`config.mk`:
```
export PLATFORM = sky130hd
export DESIGN_NAME = mcu_special_function_regs
export DESIGN_NICKNAME = d
export VERILOG_FILES = /design/src/sfr_pkg.sv /design/src/mcu_special_function_regs.sv
export SDC_FILE = /design/constraint.sdc
export NUM_CORES = 1
export LEC_CHECK = 0
export CAP_MARGIN = 20
export CORE_MARGIN = 10
export CORE_UTILIZATION = 45
export DETAILED_ROUTE_END_ITERATION = 7
export DONT_BUFFER_PORTS = 1
export GPL_ROUTABILITY_DRIVEN = 0
export PLACE_DENSITY = 0.66
export SLEW_MARGIN = 20
export SYNTH_ARGS = -nofsm -noshare
export SYNTH_HDL_FRONTEND = slang
export SYNTH_SLANG_ARGS = --single-unit
export TNS_END_PERCENT = 100
```
`constraint.sdc`:
```
create_clock -name sys_clk_i -period 4.7 [get_ports sys_clk_i]
set_input_delay 0.94 -clock sys_clk_i [delete_from_list [all_inputs] [get_ports sys_clk_i]]
set_output_delay 0.94 -clock sys_clk_i [all_outputs]
set_load 0.02 [all_outputs]
```
`src/sfr_pkg.sv`:
```
// shared constants and types for the special-function register bank
package sfr_pkg;
    localparam int DATA_W = 8;
    localparam int FILE_AW = 5;
    localparam int PC_W = 11;
    localparam int STACK_DEPTH = 8;
    localparam int MODE_W = 4;
    localparam int PAGE_SHIFT = 9;
    localparam int RAM_DEPTH = 24;
    localparam int PIN_W = 24;
    // file addresses
    localparam logic [4:0] ADDR_INDIRECT = 5'h00;
    localparam logic [4:0] ADDR_TIMER = 5'h01;
    localparam logic [4:0] ADDR_PCL = 5'h02;
    localparam logic [4:0] ADDR_STATUS = 5'h03;
    localparam logic [4:0] ADDR_FSR = 5'h04;
    localparam logic [4:0] ADDR_PORT_A = 5'h05;
    localparam logic [4:0] ADDR_PORT_B = 5'h06;
    localparam logic [4:0] ADDR_PORT_C = 5'h07;
    localparam logic [4:0] ADDR_RAM_FIRST = 5'h08;
    // mode selector codes
    localparam logic [3:0] MODE_CMP = 4'h8;
    localparam logic [3:0] MODE_WAKE_PEND = 4'h9;
    localparam logic [3:0] MODE_WAKE_EDGE = 4'hA;
    localparam logic [3:0] MODE_WAKE_EN = 4'hB;
    localparam logic [3:0] MODE_SCHMITT = 4'hC;
    localparam logic [3:0] MODE_LEVEL = 4'hD;
    localparam logic [3:0] MODE_PULLUP = 4'hE;
    localparam logic [3:0] MODE_DIR = 4'hF;
    localparam logic [3:0] MODE_RESET = 4'hF;
    // reset and fixed values
    localparam logic [7:0] CFG_RESET = 8'hFF;
    localparam logic [7:0] OPTION_RESET = 8'hFF;
    localparam logic [7:0] STATUS_RESET = 8'h18;
    localparam logic [7:0] ZERO_BYTE = 8'h00;
    localparam logic [10:0] PC_ZERO = 11'h000;
    localparam logic [3:0] DIV_NONE = 4'h0;
    localparam logic [3:0] TIMER_DIV_BIAS = 4'h1;
    localparam logic [1:0] OPT_FORCED = 2'h3;

    typedef enum logic [1:0] {PORT_A, PORT_B, PORT_C} port_sel_e;
    typedef enum logic [2:0] {ALU_NONE, ALU_ADD, ALU_SUB, ALU_RR, ALU_RL} alu_op_e;

    typedef struct packed {
        logic [2:0] program_page_select;
        logic watchdog_expired_flag;
        logic powerdown_flag;
        logic zero;
        logic nibble_carry;
        logic carry;
    } alu_status_s;

    typedef struct packed {
        logic timer_address_select;
        logic timer_irq_enable_n;
        logic timer_source_ext;
        logic timer_edge_select;
        logic prescaler_assign;
        logic [2:0] prescaler_ratio;
    } timer_option_s;

    typedef struct packed {
        logic enable_n;
        logic drive_out_n;
        logic [4:0] spare;
        logic result;
    } comparator_s;

    typedef struct packed {
        logic [7:0] dir_a, dir_b, dir_c;
        logic [7:0] pull_a, pull_b, pull_c;
        logic [7:0] level_a, level_b, level_c;
        logic [7:0] schmitt_b, schmitt_c;
        logic [7:0] wake_en_b, wake_edge_b;
    } port_cfg_s;

    localparam port_cfg_s PORT_CFG_RESET = '{default: 8'hFF};
endpackage

```
`src/mcu_special_function_regs.sv`:
```
// special-function registers, port control, alu flags and call stack
// Behaviour
// - port B control write at mode 09h swaps operand with wake flags, clearing them
// - wake flag sets on a valid enabled edge of its port B pin
// - port B control write at mode 08h swaps operand with comparator register
// - comparator result bit is 1 when plus input exceeds minus input
// - reset loads all port control registers with FFh
// - reset loads mode selector with 0Fh
// - file address 00h reaches the register picked by pointer low five bits
// - eight-deep, eleven-bit push/pop return stack
// - fixed decode of file addresses 01h through 07h
// - without port C, address 07h reads back the port C output latch instead of the pins
// - status writable except time-out and power-down flags
// - alu flag update overrides a status write in the same instruction
// - status bits 6:5 choose the 512-word program page; bit 7 shifts out of the 11-bit page base
// - time-out and power-down flags follow power-up, clear, sleep, expiry
// - zero, nibble carry, carry reflect add and inverted subtract borrow
// - rotates load carry from shifted bit; carry feeds add/sub when enabled
// - extended fuse set forces option bits 7 and 6 to 1
// - option bit 7 maps address 01h to operand register or timer
// - option bit 6 low enables the timer rollover interrupt
// - timer source and edge selects come from the option register
// - prescaler assign routes divider to timer or watchdog
// - reset sets every option bit
// - mode selector holds and steers port control writes
module mcu_special_function_regs
    import sfr_pkg::*;
#(
    parameter bit HAS_PORT_C = 1'b1
) (
    // clock and reset
    input wire logic sys_clk_i,
    input wire logic srst_i,
    // file register access
    input wire logic [4:0] file_addr_i,
    input wire logic file_wr_i,
    input wire logic [7:0] file_wdata_i,
    output logic [7:0] file_rdata_o,
    // operand, mode, option writes
    input wire logic w_wr_i,
    input wire logic [7:0] w_wdata_i,
    input wire logic mode_wr_i,
    input wire logic [3:0] mode_wdata_i,
    input wire logic option_wr_i,
    input wire logic [7:0] option_wdata_i,
    input wire logic pctl_wr_i,
    input wire port_sel_e pctl_port_i,
    // alu
    input wire alu_op_e alu_op_i,
    input wire logic [7:0] alu_a_i,
    input wire logic [7:0] alu_b_i,
    output logic [7:0] alu_result_o,
    // stack
    input wire logic push_i,
    input wire logic pop_i,
    input wire logic [10:0] push_data_i,
    output logic [10:0] stack_top_o,
    // fuses and events
    input wire logic extended_option_fuse_i,
    input wire logic carry_input_enable_n_i,
    input wire logic watchdog_clear_instr_i,
    input wire logic sleep_instr_i,
    input wire logic watchdog_expiry_i,
    input wire logic timer_tick_i,
    // pins
    input wire logic [23:0] port_pins_i,
    input wire logic cmp_plus_gt_minus_i,
    output logic cmp_out_o,
    output logic cmp_out_oe_n_o,
    // register state
    output logic [7:0] w_o,
    output logic [3:0] mode_o,
    output timer_option_s option_o,
    output alu_status_s status_o,
    output port_cfg_s port_cfg_o,
    output logic [7:0] wake_pending_o,
    output logic [7:0] timer_count_o,
    output logic [7:0] pc_low_o,
    output logic [7:0] port_a_o,
    output logic [7:0] port_b_o,
    output logic [7:0] port_c_o,
    // derived controls
    output logic [10:0] page_base_o,
    output logic [3:0] timer_div_log2_o,
    output logic [3:0] wdt_div_log2_o,
    output logic timer_irq_enable_o
);
    // file address after indirection
    function automatic logic [4:0] eff_addr(input logic [4:0] a, input logic [7:0] f);
        return (a == ADDR_INDIRECT) ? f[FILE_AW-1:0] : a;
    endfunction

    function automatic logic [4:0] ram_index(input logic [4:0] a);
        return a - ADDR_RAM_FIRST;
    endfunction

    logic [23:0] pins_meta, pins_sync;
    logic [7:0] wake_prev, wake_valid;
    logic gt_meta, gt_sync;
    logic [7:0] w, next_w, indirect_pointer, next_fsr, pcl, next_pcl, timer, next_timer;
    logic [7:0] wake, next_wake, pa, next_pa, pb, next_pb, pc, next_pc;
    logic [3:0] mode, next_mode;
    port_cfg_s cfg, next_cfg;
    comparator_s cmp, next_cmp;
    alu_status_s status, next_status;
    timer_option_s option, next_option;
    logic [7:0] ram [RAM_DEPTH];
    logic [7:0] next_ram [RAM_DEPTH];
    logic [10:0] stack [STACK_DEPTH];
    logic [10:0] next_stack [STACK_DEPTH];
    logic [4:0] wr_addr, rd_addr;
    logic [7:0] alu_res, alu_opb, next_rdata;
    logic [8:0] alu_sum;
    logic [4:0] alu_nib;
    logic alu_cin, alu_rot_c, alu_sub;
    logic is_swap_b;

    // two-stage pin synchronisers and edge history
    always_ff @(posedge sys_clk_i)
    begin
        pins_meta <= port_pins_i;
        pins_sync <= pins_meta;
        gt_meta <= cmp_plus_gt_minus_i;
        gt_sync <= gt_meta;
        wake_prev <= pins_sync[15:8];
    end

    // enabled edges of the wake pins
    always_comb
    begin
        for (int i = 0; i < DATA_W; i++)
        begin
            wake_valid[i] = cfg.wake_edge_b[i] ? (wake_prev[i] & ~pins_sync[8+i])
                                               : (~wake_prev[i] & pins_sync[8+i]);
        end
        wake_valid = wake_valid & ~cfg.wake_en_b;
    end

    // alu with carry-through and inverted borrow
    always_comb
    begin
        alu_sub = (alu_op_i == ALU_SUB);
        alu_opb = alu_sub ? ~alu_b_i : alu_b_i;
        alu_cin = carry_input_enable_n_i ? alu_sub : status.carry;
        alu_sum = {1'b0, alu_a_i} + {1'b0, alu_opb} + {8'h00, alu_cin};
        alu_nib = {1'b0, alu_a_i[3:0]} + {1'b0, alu_opb[3:0]} + {4'h0, alu_cin};
        alu_rot_c = 1'b0;
        unique case (alu_op_i)
            ALU_ADD, ALU_SUB: alu_res = alu_sum[7:0];
            ALU_RR:
            begin
                alu_res = {status.carry, alu_a_i[7:1]};
                alu_rot_c = alu_a_i[0];
            end
            ALU_RL:
            begin
                alu_res = {alu_a_i[6:0], status.carry};
                alu_rot_c = alu_a_i[7];
            end
            default: alu_res = alu_a_i; // no-op and unused codes pass operand a
        endcase
    end

    assign wr_addr = eff_addr(file_addr_i, indirect_pointer);
    assign is_swap_b = pctl_wr_i && (pctl_port_i == PORT_B);

    // next values of the register file
    always_comb
    begin
        next_w = w;
        next_fsr = indirect_pointer;
        next_pcl = pcl;
        next_timer = timer_tick_i ? timer + 8'h01 : timer;
        next_pa = pa;
        next_pb = pb;
        next_pc = pc;
        next_ram = ram;
        next_mode = mode;
        next_cfg = cfg;
        next_cmp = cmp;
        next_cmp.result = gt_sync;
        next_status = status;
        next_option = option;
        next_wake = wake | wake_valid;
        if (file_wr_i)
        begin
            unique case (wr_addr)
                ADDR_INDIRECT: ; // no physical register behind 00h
                ADDR_TIMER:
                begin
                    if (option.timer_address_select)
                        next_timer = file_wdata_i;
                    else
                        next_w = file_wdata_i;
                end
                ADDR_PCL: next_pcl = file_wdata_i;
                ADDR_STATUS:
                begin
                    next_status = alu_status_s'(file_wdata_i);
                    next_status.watchdog_expired_flag = status.watchdog_expired_flag;
                    next_status.powerdown_flag = status.powerdown_flag;
                end
                ADDR_FSR: next_fsr = file_wdata_i;
                ADDR_PORT_A: next_pa = file_wdata_i;
                ADDR_PORT_B: next_pb = file_wdata_i;
                ADDR_PORT_C: next_pc = file_wdata_i;
                default: next_ram[ram_index(wr_addr)] = file_wdata_i;
            endcase
        end
        if (w_wr_i)
            next_w = w_wdata_i;
        if (mode_wr_i)
            next_mode = mode_wdata_i;
        if (option_wr_i)
            next_option = timer_option_s'(option_wdata_i);
        if (extended_option_fuse_i)
            {next_option.timer_address_select, next_option.timer_irq_enable_n} = OPT_FORCED;
        // port control write steered by the mode selector
        if (pctl_wr_i)
        begin
            unique case (mode)
                MODE_CMP:
                begin
                    if (is_swap_b)
                    begin
                        next_w = cmp;
                        next_cmp.enable_n = w[7];
                        next_cmp.drive_out_n = w[6];
                        next_cmp.spare = w[5:1];
                    end
                end
                MODE_WAKE_PEND:
                begin
                    if (is_swap_b)
                    begin
                        next_w = wake;
                        next_wake = wake_valid;
                    end
                end
                MODE_WAKE_EDGE: if (is_swap_b) next_cfg.wake_edge_b = w;
                MODE_WAKE_EN: if (is_swap_b) next_cfg.wake_en_b = w;
                MODE_SCHMITT:
                begin
                    if (pctl_port_i == PORT_B) next_cfg.schmitt_b = w;
                    if (pctl_port_i == PORT_C) next_cfg.schmitt_c = w;
                end
                MODE_LEVEL:
                begin
                    if (pctl_port_i == PORT_A) next_cfg.level_a = w;
                    if (pctl_port_i == PORT_B) next_cfg.level_b = w;
                    if (pctl_port_i == PORT_C) next_cfg.level_c = w;
                end
                MODE_PULLUP:
                begin
                    if (pctl_port_i == PORT_A) next_cfg.pull_a = w;
                    if (pctl_port_i == PORT_B) next_cfg.pull_b = w;
                    if (pctl_port_i == PORT_C) next_cfg.pull_c = w;
                end
                MODE_DIR:
                begin
                    if (pctl_port_i == PORT_A) next_cfg.dir_a = w;
                    if (pctl_port_i == PORT_B) next_cfg.dir_b = w;
                    if (pctl_port_i == PORT_C) next_cfg.dir_c = w;
                end
                default: ; // reserved mode codes do nothing
            endcase
        end
        // watchdog and power-down flags, expiry last so it wins
        if (watchdog_clear_instr_i)
        begin
            next_status.watchdog_expired_flag = 1'b1;
            next_status.powerdown_flag = 1'b1;
        end
        if (sleep_instr_i)
        begin
            next_status.watchdog_expired_flag = 1'b1;
            next_status.powerdown_flag = 1'b0;
        end
        if (watchdog_expiry_i)
            next_status.watchdog_expired_flag = 1'b0;
        // alu flags land after any status write
        unique case (alu_op_i)
            ALU_ADD, ALU_SUB:
            begin
                next_status.zero = (alu_sum[7:0] == ZERO_BYTE);
                next_status.nibble_carry = alu_nib[4];
                next_status.carry = alu_sum[8];
            end
            ALU_RR, ALU_RL: next_status.carry = alu_rot_c;
            ALU_NONE: ;
        endcase
    end

    // register file storage
    always_ff @(posedge sys_clk_i)
    begin
        if (srst_i)
        begin
            w <= ZERO_BYTE;
            indirect_pointer <= ZERO_BYTE;
            pcl <= ZERO_BYTE;
            timer <= ZERO_BYTE;
            pa <= ZERO_BYTE;
            pb <= ZERO_BYTE;
            pc <= ZERO_BYTE;
            for (int i = 0; i < RAM_DEPTH; i++)
                ram[i] <= ZERO_BYTE;
            mode <= MODE_RESET;
            cfg <= PORT_CFG_RESET;
            cmp <= CFG_RESET;
            wake <= CFG_RESET;
            status <= STATUS_RESET;
            option <= OPTION_RESET;
        end
        else
        begin
            w <= next_w;
            indirect_pointer <= next_fsr;
            pcl <= next_pcl;
            timer <= next_timer;
            pa <= next_pa;
            pb <= next_pb;
            pc <= next_pc;
            ram <= next_ram;
            mode <= next_mode;
            cfg <= next_cfg;
            cmp <= next_cmp;
            wake <= next_wake;
            status <= next_status;
            option <= next_option;
        end
    end

    // shift-register return stack, top at entry 0
    always_comb
    begin
        next_stack = stack;
        if (push_i)
        begin
            next_stack[0] = push_data_i;
            for (int i = 1; i < STACK_DEPTH; i++)
                next_stack[i] = pop_i ? stack[i] : stack[i-1];
        end
        else if (pop_i)
        begin
            for (int i = 0; i < STACK_DEPTH - 1; i++)
                next_stack[i] = stack[i+1];
        end
    end

    always_ff @(posedge sys_clk_i)
    begin
        if (srst_i)
        begin
            for (int i = 0; i < STACK_DEPTH; i++)
                stack[i] <= PC_ZERO;
        end
        else
            stack <= next_stack;
    end

    // read mux; ports A and B read the pins, port C reads them only when present
    assign rd_addr = eff_addr(file_addr_i, indirect_pointer);
    always_comb
    begin
        unique case (rd_addr)
            ADDR_INDIRECT: next_rdata = ZERO_BYTE;
            ADDR_TIMER: next_rdata = option.timer_address_select ? timer : w;
            ADDR_PCL: next_rdata = pcl;
            ADDR_STATUS: next_rdata = status;
            ADDR_FSR: next_rdata = indirect_pointer;
            ADDR_PORT_A: next_rdata = pins_sync[7:0];
            ADDR_PORT_B: next_rdata = pins_sync[15:8];
            ADDR_PORT_C: next_rdata = HAS_PORT_C ? pins_sync[23:16] : pc;
            default: next_rdata = ram[ram_index(rd_addr)];
        endcase
    end

    // registered outputs
    always_ff @(posedge sys_clk_i)
    begin
        if (srst_i)
        begin
            file_rdata_o <= ZERO_BYTE;
            alu_result_o <= ZERO_BYTE;
            page_base_o <= PC_ZERO;
            timer_div_log2_o <= DIV_NONE;
            wdt_div_log2_o <= DIV_NONE;
            timer_irq_enable_o <= 1'b0;
            cmp_out_o <= 1'b0;
            cmp_out_oe_n_o <= 1'b1;
        end
        else
        begin
            file_rdata_o <= next_rdata;
            alu_result_o <= alu_res;
            page_base_o <= PC_W'(status.program_page_select) << PAGE_SHIFT;
            timer_div_log2_o <= option.prescaler_assign ? DIV_NONE
                : 4'(option.prescaler_ratio) + TIMER_DIV_BIAS;
            wdt_div_log2_o <= option.prescaler_assign ? 4'(option.prescaler_ratio)
                : DIV_NONE;
            timer_irq_enable_o <= ~option.timer_irq_enable_n;
            cmp_out_o <= gt_sync & ~cmp.enable_n;
            cmp_out_oe_n_o <= cmp.enable_n | cmp.drive_out_n;
        end
    end

    assign w_o = w;
    assign mode_o = mode;
    assign option_o = option;
    assign status_o = status;
    assign port_cfg_o = cfg;
    assign wake_pending_o = wake;
    assign timer_count_o = timer;
    assign pc_low_o = pcl;
    assign port_a_o = pa;
    assign port_b_o = pb;
    assign port_c_o = pc;
    assign stack_top_o = stack[0];

    // checks
    property p_wake_swap;
        @(posedge sys_clk_i) disable iff (srst_i)
        is_swap_b && mode == MODE_WAKE_PEND && !w_wr_i
        |=> w == $past(wake) && (wake & ~$past(wake_valid)) == ZERO_BYTE;
    endproperty
    a_wake_swap: assert property (p_wake_swap) else $error("wake swap bad");

    property p_wake_set;
        @(posedge sys_clk_i) disable iff (srst_i)
        wake_valid != ZERO_BYTE |=> (wake & $past(wake_valid)) == $past(wake_valid);
    endproperty
    a_wake_set: assert property (p_wake_set) else $error("wake edge lost");

    property p_cmp_swap;
        @(posedge sys_clk_i) disable iff (srst_i)
        is_swap_b && mode == MODE_CMP && !w_wr_i
        |=> w == $past(cmp) && cmp.enable_n == $past(w[7]) && cmp.drive_out_n == $past(w[6]);
    endproperty
    a_cmp_swap: assert property (p_cmp_swap) else $error("cmp swap bad");

    property p_cmp_result;
        @(posedge sys_clk_i) disable iff (srst_i)
        cmp_plus_gt_minus_i [*4] |-> cmp.result;
    endproperty
    a_cmp_result: assert property (p_cmp_result) else $error("cmp result stale");

    property p_reset_vals;
        @(posedge sys_clk_i) disable iff (srst_i)
        $fell(srst_i) |-> cfg == PORT_CFG_RESET && mode == MODE_RESET && option == OPTION_RESET;
    endproperty
    a_reset_vals: assert property (p_reset_vals) else $error("reset value bad");

    property p_indirect;
        @(posedge sys_clk_i) disable iff (srst_i)
        file_wr_i && file_addr_i == ADDR_INDIRECT && indirect_pointer[4:0] >= ADDR_RAM_FIRST
        |=> ram[ram_index($past(indirect_pointer[4:0]))] == $past(file_wdata_i);
    endproperty
    a_indirect: assert property (p_indirect) else $error("indirect write lost");

    property p_stack_pop;
        @(posedge sys_clk_i) disable iff (srst_i)
        push_i && !pop_i ##1 pop_i && !push_i |=> stack_top_o == $past(stack[1]);
    endproperty
    a_stack_pop: assert property (p_stack_pop) else $error("stack pop bad");

    property p_status_ro;
        @(posedge sys_clk_i) disable iff (srst_i)
        file_wr_i && wr_addr == ADDR_STATUS && !sleep_instr_i && !watchdog_clear_instr_i
            && !watchdog_expiry_i
        |=> $stable(status.watchdog_expired_flag) && $stable(status.powerdown_flag);
    endproperty
    a_status_ro: assert property (p_status_ro) else $error("status flag written");

    property p_flags_win;
        @(posedge sys_clk_i) disable iff (srst_i)
        file_wr_i && wr_addr == ADDR_STATUS && alu_op_i == ALU_ADD
        |=> status.zero == ($past(alu_res) == ZERO_BYTE);
    endproperty
    a_flags_win: assert property (p_flags_win) else $error("flags lost");

    property p_sleep;
        @(posedge sys_clk_i) disable iff (srst_i)
        sleep_instr_i && !watchdog_expiry_i |=> status.watchdog_expired_flag
            && !status.powerdown_flag;
    endproperty
    a_sleep: assert property (p_sleep) else $error("sleep flags bad");

    property p_fuse;
        @(posedge sys_clk_i) disable iff (srst_i)
        extended_option_fuse_i |=> option.timer_address_select && option.timer_irq_enable_n;
    endproperty
    a_fuse: assert property (p_fuse) else $error("fuse bits not forced");

    property p_timer_read;
        @(posedge sys_clk_i) disable iff (srst_i)
        file_addr_i == ADDR_TIMER && !option.timer_address_select |=> file_rdata_o == $past(w);
    endproperty
    a_timer_read: assert property (p_timer_read) else $error("01h not operand");
endmodule // mcu_special_function_regs

```
==> impl_summary.log, run 1 <==
[metrics] result of the run: finished, final reports clean
[metrics] via count of the first global-routing pass: 16772
[metrics] fin cells: 3032
[metrics] Worst Path Max Fanout: 13
[metrics] switch share: 24.09%
[metrics] r2r endpoint: alu_result_o[6]
[metrics] vias post-DR: 17843
[metrics] depth of the worst hold-timing path: 0
[metrics] count of buffers from port buffering: 0
[metrics] sum of negative setup slack: 0 ns
[metrics] slowest cell on the critical path: sky130_fd_sc_hd__nor3_2
[metrics] count of cells along the worst register-to-register path: 11
[metrics] Yosys Warn Count: 0
[metrics] net switching power: 2.510 mW
[metrics] Peak supply drop: 0.0003016 V
[metrics] Clock Sink Count: 562
[metrics] slew at the pin closest to its max-slew limit: 1.132 ns
[metrics] count of maximum capacitance violations: 0
[metrics] root cell of the clock tree: sky130_fd_sc_hd__clkbuf_16
[metrics] area of the die: 61640 sq um
[metrics] starting utilization of the core area: 45.53%
[metrics] final clock period utilization by the worst path: 78.35%
[metrics] Global Route Usage Sum: 21.31%
[metrics] wire length of the first global-routing pass: 103.5 mm
[metrics] die width: 248.3 um
[metrics] Hold Fails Final Rpt: 0
[metrics] flip-flop and latch count after synthesis: 562
[metrics] DR iter-0 viols: 1534
[metrics] Ports: 334
[metrics] Finish-stage setup viols: 0
[metrics] number of optimization iterations in the first detailed-route pass: 8
[metrics] Post-Layout Inst Area: 25690 sq um
[metrics] end point of the most critical hold path: pins_sync[20]
[metrics] half-perimeter wire length of the detailed placement result: 46.63 mm
[metrics] fraction of layout cells with a size suffix above 1: 8.262%
[metrics] Async S/R FF share, synth: 0%
[metrics] Setup Fix Bufs, Post-CTS: 0
[metrics] cell type group with the largest total delay on the critical path: compound AO/OA/AOI/OAI gates
[metrics] highest-count cells in the layout ignoring fill and taps: sky130_fd_sc_hd__dfxtp_1, sky130_fd_sc_hd__nor2_1, sky130_fd_sc_hd__mux2i_1
[metrics] final critical-path required period: 3.682 ns
[metrics] post-DR vias/cell: 5.885
[metrics] TritonCTS clock tree: built
[metrics] most common cell after layout, fill and taps aside: sky130_fd_sc_hd__dfxtp_1
[metrics] Combinational Power Share: 6.4%
[metrics] initial antenna violation count: 1
[metrics] cells along the critical path: clkinv_1 > nor3_2 > xor2_1 > fa_1 > fa_1 > a21o_1 > a21oi_1 > nor2b_1 > o31a_1 > a21oi_1 > o21ai_0 > a21oi_1
[metrics] Post-synth EDFFs: 0
[metrics] type of the setup path with the least slack: input port to flop
[metrics] Layout Skew: 0.02197 ns
[metrics] biggest cell delay along the critical path: 0.66 ns
[metrics] clock insertion delay at the later pin of the skew report: 0.62 ns
[metrics] Post-Place Cell Area: 23710 sq um
[metrics] Seq pwr share: 49.1%
[metrics] number of cells on the critical path: 12
[metrics] combined area of all synthesized cells: 23450 sq um
[metrics] number of nets in the layout: 2423
[metrics] data arrival time of the worst path: 4.23 ns
[metrics] achievable frequency: 0.2716 GHz
[metrics] DP Cell Count: 2919
[metrics] placement row count: 83
[metrics] Hold Crit Class: flop to flop
[metrics] count of unique library cells instantiated by Yosys: 70
[metrics] Lkg Pwr: 9.077 nW
[metrics] wire length per cell: 23.05 um
[metrics] wire length after detailed routing: 69.89 mm
[metrics] number of gates resized after cts: 0
[metrics] maximum number of pins on one net before global-route repair: 499
[metrics] Most common cell on crit path: sky130_fd_sc_hd__a21oi_1
[metrics] area of the multi-input gates: 11370 sq um
[metrics] commonest register cell after synthesis: sky130_fd_sc_hd__dfxtp_1
[metrics] count of nets left with antenna violations after detail routing: 0
[metrics] startpoint class of the critical path: input port
[metrics] number of remaining DRC errors: 0
[metrics] Sequential cell area: 11250 sq um
[metrics] core area: 51510 sq um
[metrics] sequential share of the synthesized area: 47.98%
[metrics] maximum number of buffers from clock root to sink: 3
[metrics] syn avg cell area: 9.738 sq um
[metrics] RSZ-0062 raised after global routing: false
[metrics] worst max-slew margin expressed relative to the limit: 24.54%
[metrics] Critical Path End Type: flop
[metrics] Gate Count Post-Synth: 2408
[metrics] clock share of power: 44.4%
[metrics] setup slack of the most critical reg-to-reg path: 1.55 ns
[metrics] cell area power density: 405.6 nW/um^2
[metrics] fill cell count: 4663
[metrics] Clock Pin Slew Worst Setup and Hold Paths: 0.06 ns
[metrics] max-slew violations: 0
[metrics] Cell Int Power: 7.911 mW
[metrics] y dimension of the die: 248.3 um
[metrics] buffers and inverters on the worst path: 1
[metrics] total clock buffers created by CTS: 59
[metrics] origin of the critical flop-to-flop path: status_o[0]
[metrics] # hold bufs at CTS: 0
[metrics] area growth from synthesis to final layout: 9.572%
[metrics] overflow left after global routing: 0
[metrics] worst hold path startpoint: pins_meta[20]
[metrics] H-Tree Depth: 2
[metrics] data required time at the worst endpoint: 5.25 ns
==> Yosys cell counts, drive strengths merged, types with 6 or more instances <==
master,number,area share [%]
a211o,129,4.8
a31oi,14,0.37
o221ai,8,0.30
nor2b,109,2.9
mux2,12,0.58
buf,64,1.5
mux4,14,1.3
nor2,443,7.6
a21oi,60,1.3
nand2,118,1.9
ha,14,0.75
a211oi,83,2.7
o211ai,7,0.22
xnor2,8,0.30
a221o,6,0.26
o21ai,44,0.94
xor2,15,0.56
dfxtp,562,48
nor3,15,0.41
a221oi,26,0.97
nand3,27,0.58
clkbuf,138,2.2
inv,14,0.22
and3,27,0.72
mux2i,356,15
a311oi,13,0.49
==> kinds of logic (layout without fill, tap and decap cells) <==
kind of cell    count (synthesis)  after routing  synth area share, %
simple gates                  771            771                15.10
flops                         562            562                47.98
compound gates                436            436                14.03
mux                           382            382                17.12
buf+inv                       217            148                3.980
xor+xnor                       23             23               0.8591
fa+ha+maj                      16             16               0.9177
other cells                     1             14              0.01599
==> through the flow <==
step | util [%] | power (mW) | hold WS [ns] | setup WS (ns)
6_report | 49.88 | 10.42 | 0.3254 | 1.018
4_1_cts | 49.79 | 10.50 | 0.3175 | 1.074
3_3_place_gp | 46.01 | 5.855 | 0.3122 | 0.5213
3_5_place_dp | 46.04 | 5.880 | 0.3128 | 0.4267
5_1_grt | 49.87 | 10.78 | 0.3264 | 0.7267
2_1_floorplan | - | 5.799 | 0.3096 | 0.3935
==> state kept, by name, summed over array words and instances (netlist names), 4 cells and up <==
name / count
timer_count_o: 8
indirect_pointer: 8
alu_result_o: 8
w_o: 8
port_a_o: 8
pc_low_o: 8
mode_o: 4
stack: 77
port_c_o: 8
pins_meta: 24
port_cfg_o: 104
stack_top_o: 11
pins_sync: 24
wake_pending_o: 8
cmp: 8
status_o: 8
timer_div_log2_o: 4
wake_prev: 8
option_o: 8
ram: 192
port_b_o: 8
file_rdata_o: 8
==> power groups by stage <==
stage                     logic [mW]  registers (mW)  clock network [mW]
after floorplan                0.641            5.16                   0
after global placement         0.634            5.22                   0
after detailed placement       0.654            5.23                   0
after CTS                      0.658            5.12                4.72
after global routing           0.737            5.14                4.90
final                          0.669            5.12                4.63
==> layout make-up <==
type,instances,share of cell area [%]
antenna,4,0.03896
clock buffer,91,6.803
clock inverter,16,0.7158
inverter,15,0.2191
multi-input combinational,1638,44.26
sequential,562,43.79
tap,680,3.311
timing repair buffer,26,0.8668
==> per-layer routing <==
metal,vias to the layer above,global-route usage (%),routed length (um)
met5,-,0,0
li1,8305,-,-
met3,137,5.752,6736
met4,0,7.806,2346
met1,8677,27.57,28810
met2,724,33.60,32000
==> worst max path at each step <==
stage / startpoint / end
finish: alu_op_i[1] / alu_result_o[6]
global route: alu_op_i[1] / alu_result_o[6]
global placement: alu_op_i[1] / alu_result_o[6]
CTS: alu_op_i[1] / alu_result_o[6]
floorplan: alu_op_i[1] / status_o[0]
detailed placement: alu_op_i[1] / alu_result_o[6]
Power figures use the tool's default switching activity.
==> run 2, diff against run 1 <==
- clock period: 4.7 -> 3.7 ns (I/O delays scaled with it)
==> run 2 against run 1 <==
Compared with the run above: hold slack got worse by 0.18 ns; clock power is 31% higher; cell area is 1.1% higher; via count grew 1.4%; highest routed layer unchanged.
==> impl_summary.log, run 2 (synthesis results as in run 1) <==
[metrics] result of the run: finished, final reports clean
[metrics] clock share of power: 45.2%
[metrics] Critical Path End Type: flop
[metrics] core area: 51510 sq um
[metrics] count of maximum capacitance violations: 0
[metrics] H-Tree Depth: 2
[metrics] DR iter-0 viols: 1583
[metrics] setup slack of the most critical reg-to-reg path: 0.64 ns
[metrics] cell area power density: 518.0 nW/um^2
[metrics] Hold Fails Final Rpt: 0
[metrics] maximum number of buffers from clock root to sink: 3
[metrics] origin of the critical flop-to-flop path: status_o[0]
[metrics] half-perimeter wire length of the detailed placement result: 47.72 mm
[metrics] end point of the most critical hold path: gt_meta
[metrics] buffers and inverters on the worst path: 1
[metrics] count of cells along the worst register-to-register path: 11
[metrics] DP Cell Count: 2949
[metrics] root cell of the clock tree: sky130_fd_sc_hd__clkbuf_16
[metrics] via count of the first global-routing pass: 16951
[metrics] number of nets in the layout: 2451
[metrics] wire length of the first global-routing pass: 104.2 mm
[metrics] count of nets left with antenna violations after detail routing: 0
[metrics] final critical-path required period: 3.057 ns
[metrics] Clock Pin Slew Worst Setup and Hold Paths: 0.07 ns
[metrics] maximum number of pins on one net before global-route repair: 499
[metrics] Worst Path Max Fanout: 4
[metrics] Ports: 334
[metrics] flip-flop count of the largest register after layout: 192
[metrics] r2r endpoint: alu_result_o[6]
[metrics] initial antenna violation count: 1
[metrics] Seq pwr share: 48.4%
[metrics] slew at the pin closest to its max-slew limit: 1.014 ns
[metrics] cell type group with the largest total delay on the critical path: compound AO/OA/AOI/OAI gates
[metrics] Peak supply drop: 0.0004154 V
[metrics] CP startpoint: status_o[0]
[metrics] Post-Layout Inst Area: 25980 sq um
[metrics] clock insertion delay at the later pin of the skew report: 0.62 ns
[metrics] highest-count cells in the layout ignoring fill and taps: sky130_fd_sc_hd__dfxtp_1, sky130_fd_sc_hd__nor2_1, sky130_fd_sc_hd__mux2i_1
[metrics] slowest cell on the critical path: sky130_fd_sc_hd__fa_1
[metrics] biggest cell delay along the critical path: 0.43 ns
[metrics] switch share: 24.18%
[metrics] Lkg Pwr: 9.299 nW
[metrics] area growth from synthesis to final layout: 10.78%
[metrics] Hold Crit Class: input port to flop
[metrics] wire length per cell: 22.91 um
[metrics] Cell Int Power: 10.20 mW
[metrics] die width: 248.3 um
[metrics] vias post-DR: 18093
[metrics] overflow left after global routing: 0
[metrics] achievable frequency: 0.3271 GHz
[metrics] starting utilization of the core area: 45.53%
[metrics] worst max-slew margin expressed relative to the limit: 32.29%
[metrics] type of the setup path with the least slack: flop to flop
[metrics] Clock Sink Count: 562
[metrics] count of buffers from port buffering: 0
[metrics] total clock buffers created by CTS: 59
[metrics] final clock period utilization by the worst path: 82.63%
[metrics] Setup Fix Bufs, Post-CTS: 0
[metrics] data arrival time of the worst path: 3.62 ns
[metrics] net switching power: 3.254 mW
[metrics] TritonCTS clock tree: built
[metrics] Most common cell on crit path: sky130_fd_sc_hd__a21oi_1
[metrics] Finish-stage setup viols: 0
[metrics] startpoint class of the critical path: flop
[metrics] fin cells: 3059
[metrics] fraction of layout cells with a size suffix above 1: 9.844%
[metrics] RSZ-0062 raised after global routing: false
[metrics] number of optimization iterations in the first detailed-route pass: 6
[metrics] # hold bufs at CTS: 0
[metrics] max-slew violations: 0
[metrics] register with the most flip-flops: ram
[metrics] number of remaining DRC errors: 0
[metrics] depth of the worst hold-timing path: 0
[metrics] Post-Place Cell Area: 23950 sq um
[metrics] data required time at the worst endpoint: 4.26 ns
[metrics] cells along the critical path: inv_1 > o21ai_0 > fa_1 > fa_1 > a21o_1 > a21oi_1 > nor2b_1 > o31a_1 > a21oi_1 > o21ai_0 > a21oi_1
[metrics] wire length after detailed routing: 70.07 mm
[metrics] sum of negative setup slack: 0 ns
[metrics] area of the die: 61640 sq um
[metrics] Global Route Usage Sum: 21.41%
[metrics] number of gates resized after cts: 0
[metrics] Layout Skew: 0.01424 ns
[metrics] most common cell after layout, fill and taps aside: sky130_fd_sc_hd__dfxtp_1
[metrics] Combinational Power Share: 6.4%
[metrics] post-DR vias/cell: 5.915
[metrics] worst hold path startpoint: cmp_plus_gt_minus_i
[metrics] placement row count: 83
[metrics] y dimension of the die: 248.3 um
run 2: cell type report:
class	count	area (sq um)
fill	4645	25530
multi-input combinational	1638	11370
sequential	562	11250
clock buffer	82	1755
tap	680	850.8
timing repair buffer	54	417.9
clock inverter	26	266.5
inverter	15	57.56
antenna	2	5.005
run 2: worst reg2reg max path: stages, from the launching register on:
cell	delay [ns]
sky130_fd_sc_hd__dfxtp_1	0.42
sky130_fd_sc_hd__inv_1	0.24
sky130_fd_sc_hd__o21ai_0	0.15
sky130_fd_sc_hd__fa_1	0.41
sky130_fd_sc_hd__fa_1	0.43
sky130_fd_sc_hd__a21o_1	0.19
sky130_fd_sc_hd__a21oi_1	0.28
sky130_fd_sc_hd__nor2b_1	0.11
sky130_fd_sc_hd__o31a_1	0.26
sky130_fd_sc_hd__a21oi_1	0.21
sky130_fd_sc_hd__o21ai_0	0.13
sky130_fd_sc_hd__a21oi_1	0.16
run 2: how the worst max path moves through the flow:
stage                            to  slack [ns]  cells after the start
floorplan               status_o[0]        0.07                     13
global placement        status_o[0]        0.35                     12
detailed placement  alu_result_o[6]        0.30                     12
CTS                 alu_result_o[6]        0.65                     11
global route        alu_result_o[6]        0.39                     11
finish              alu_result_o[6]        0.64                     11
run 2: power groups by stage:
stage | combinational, mW | clock, mW | sequential (mW)
6_report | 0.863 | 6.08 | 6.51
5_1_grt | 0.948 | 6.44 | 6.53
4_1_cts | 0.852 | 6.20 | 6.51
3_5_place_dp | 0.847 | 0 | 6.64
3_3_place_gp | 0.821 | 0 | 6.64
2_1_floorplan | 0.815 | 0 | 6.55
run 2: through the flow:
stage          total power [mW]  setup WS [ns]  utilization (%)  hold slack, ns
3_3_place_gp              7.457         0.3456            46.50          0.3130
4_1_cts                   13.56         0.6499            50.43          0.1075
5_1_grt                   13.92         0.3892            50.43          0.1160
6_report                  13.46         0.6425            50.43          0.1406
3_5_place_dp              7.490         0.3021            46.50          0.3135
2_1_floorplan             7.367        0.07370                -          0.3096
run 2: layer usage:
| metal | wire, um | GRT usage, % | vias up | part of all wire, % |
|---|---|---|---|---|
| met3 | 6806 | 5.891 | 135 | 9.7 |
| met1 | 29310 | 27.81 | 8805 | 42 |
| met4 | 1942 | 6.844 | 0 | 2.8 |
| met5 | 0 | 0 | - | 0 |
| li1 | - | - | 8386 | - |
| met2 | 32010 | 33.98 | 767 | 46 |
==> run 3, diff against run 2 <==
- PLACE_DENSITY: 0.66 -> 0.68
- clock period: 3.7 -> 2.6 ns (I/O delays scaled with it)
==> run 3 against run 2 <==
Compared with the run above: critical endpoint is now file_rdata_o[4]; critical path depth is 3 lower; the flow now finishes with violations (max-slew violations); hold slack worse by 0.12 ns; clock skew is 0.0087 ns higher; highest routed layer unchanged; largest cell class unchanged; combinational power is 70% higher; power is 44% higher.
==> impl_summary.log, run 3 (synthesis results as in run 1) <==
[metrics] die width: 248.3 um
[metrics] placement row count: 83
[metrics] overflow left after global routing: 0
[metrics] depth of the worst hold-timing path: 1
[metrics] wire length of the first global-routing pass: 106.6 mm
[metrics] vias post-DR: 18515
[metrics] Peak supply drop: 0.0005288 V
[metrics] violations in the final reports: max-slew violations
[metrics] Post-Place Setup Slack: -0.2877 ns
[metrics] count of nets left with antenna violations after detail routing: 0
[metrics] starting utilization of the core area: 45.53%
[metrics] data required time at the worst endpoint: 3.03 ns
[metrics] number of optimization iterations in the first detailed-route pass: 6
[metrics] via count of the first global-routing pass: 17591
[metrics] Global Route Usage Sum: 22.06%
[metrics] initial antenna violation count: 1
[metrics] Combinational Power Share: 7.6%
[metrics] final clock period utilization by the worst path: 98.59%
[metrics] wire length after detailed routing: 72.68 mm
[metrics] core area: 51510 sq um
[metrics] net switching power: 4.682 mW
[metrics] Finish-stage setup viols: 0
[metrics] DR iter-0 viols: 1743
[metrics] post-DR vias/cell: 5.819
[metrics] r2r endpoint: file_rdata_o[4]
[metrics] Critical Path End Type: flop
[metrics] TritonCTS clock tree: built
[metrics] Worst Path Max Fanout: 7
[metrics] type of the setup path with the least slack: flop to flop
[metrics] biggest cell delay along the critical path: 0.52 ns
[metrics] clock share of power: 44.8%
[metrics] area growth from synthesis to final layout: 16.39%
[metrics] worst hold path startpoint: alu_op_i[2]
[metrics] half-perimeter wire length of the detailed placement result: 49.09 mm
[metrics] number of remaining DRC errors: 0
[metrics] data arrival time of the worst path: 2.99 ns
[metrics] maximum number of pins on one net before global-route repair: 499
[metrics] count of buffers from port buffering: 0
[metrics] slew at the pin closest to its max-slew limit: 1.999 ns
[metrics] maximum number of buffers from clock root to sink: 3
[metrics] flip-flop count of the largest register after layout: 192
[metrics] buffers and inverters on the worst path: 1
[metrics] startpoint class of the critical path: flop
[metrics] root cell of the clock tree: sky130_fd_sc_hd__clkbuf_16
[metrics] Worst Setup Slack, final: 0.03676 ns
[metrics] Power, Total: 19.40 mW
[metrics] post-route worst hold slack: 0.02054 ns
[metrics] final critical-path required period: 2.563 ns
[metrics] count of cells along the worst register-to-register path: 8
[metrics] worst max-slew margin expressed relative to the limit: -33.28%
[metrics] number of nets in the layout: 2573
[metrics] result of the run: finished, violations left
[metrics] clock insertion delay at the later pin of the skew report: 0.63 ns
[metrics] cell area power density: 710.8 nW/um^2
[metrics] Hold Crit Class: input port to flop
[metrics] cells along the critical path: buf_4 > or4b_1 > o211a_1 > a211oi_1 > o22ai_1 > a31o_1 > a311oi_1 > nor3_1
[metrics] fraction of layout cells with a size suffix above 1: 13.23%
[metrics] area of the die: 61640 sq um
[metrics] total clock buffers created by CTS: 59
[metrics] wire length per cell: 22.84 um
[metrics] Ports: 334
[metrics] max-slew violations: 176
[metrics] count of maximum capacitance violations: 0
[metrics] slowest cell on the critical path: sky130_fd_sc_hd__or4b_1
[metrics] highest-count cells in the layout ignoring fill and taps: sky130_fd_sc_hd__dfxtp_1, sky130_fd_sc_hd__nor2_1, sky130_fd_sc_hd__mux2i_1
[metrics] Hold Fails Final Rpt: 0
[metrics] achievable frequency: 0.3901 GHz
[metrics] Cell Int Power: 14.72 mW
[metrics] number of cells on the critical path: 8
[metrics] switch share: 24.14%
[metrics] Seq pwr share: 47.6%
[metrics] most common cell after layout, fill and taps aside: sky130_fd_sc_hd__dfxtp_1
[metrics] Clock Sink Count: 562
[metrics] end point of the most critical hold path: alu_result_o[0]
[metrics] Lkg Pwr: 9.937 nW
[metrics] cell type group with the largest total delay on the critical path: compound AO/OA/AOI/OAI gates
[metrics] origin of the critical flop-to-flop path: indirect_pointer[0]
[metrics] setup slack of the most critical reg-to-reg path: 0.04 ns
[metrics] H-Tree Depth: 2
[metrics] Layout Skew: 0.02295 ns
[metrics] Clock Pin Slew Worst Setup and Hold Paths: 0.06 ns
[metrics] y dimension of the die: 248.3 um
[metrics] register with the most flip-flops: ram
[metrics] Diodes inserted: 0
## run 3: power groups by stage
| stage | Clock (mW) | Sequential [mW] | Combinational [mW] |
|---|---|---|---|
| after floorplan | 0 | 9.32 | 1.18 |
| after global placement | 0 | 9.42 | 1.33 |
| after detailed placement | 0 | 9.43 | 1.37 |
| after CTS | 8.85 | 9.24 | 1.43 |
| after global routing | 9.21 | 9.26 | 1.59 |
| final | 8.69 | 9.24 | 1.47 |
## run 3: area by class of cell
class                   instances  area (sq um)
clock inverters                29         339.1
inverters                      15         68.82
flip-flops and latches        562         11250
repair buffers                176          1649
clock buffers                  82          1693
multi-input cells            1638         11440
well taps                     680         850.8
fillers                      4521         24220
## run 3: routing by layer
layer / GRT usage (%) / wire (um)
met5: 0 / 0
met4: 7.289 / 2239
met3: 6.459 / 7179
met2: 35.38 / 33850
met1: 28.02 / 29410
## run 3: worst max-delay path by stage
stage                   startpoint              end  slack [ns]
3_5_place_dp           alu_op_i[1]  alu_result_o[4]       -0.29
3_3_place_gp           alu_op_i[1]      status_o[0]       -0.24
6_report       indirect_pointer[0]  file_rdata_o[4]        0.04
2_1_floorplan          alu_op_i[0]      status_o[0]       -0.49
4_1_cts        indirect_pointer[0]  file_rdata_o[6]        0.03
5_1_grt        indirect_pointer[3]  file_rdata_o[3]       -0.01
## run 3: timing repair
action	4_1_cts	5_1_grt
endpoints found under the setup margin	0	17
resized for setup	0	10
hold endpoints to repair	36	3
buffers inserted	0	1
hold buffers	34	2
## run 3: worst register-to-register path, delay by kind of cell (launching register included)
| kind | cells | cell delay, ns |
|---|---|---|
| flops | 1 | 0.36 |
| compound gates | 5 | 1.23 |
| buf+inv | 1 | 0.17 |
| simple gates | 2 | 0.61 |
## run 3: through the flow
step	instance area, sq um	TNS, ns	utilization, %	std cells
after floorplan	23560	-1.953	-	2417
after global placement	24840	-1.219	48.23	3034
after detailed placement	24840	-2.450	48.23	3034
after CTS	27210	0	52.83	3179
after global routing	27290	-0.01956	52.99	3182
final	27290	0	52.99	3182
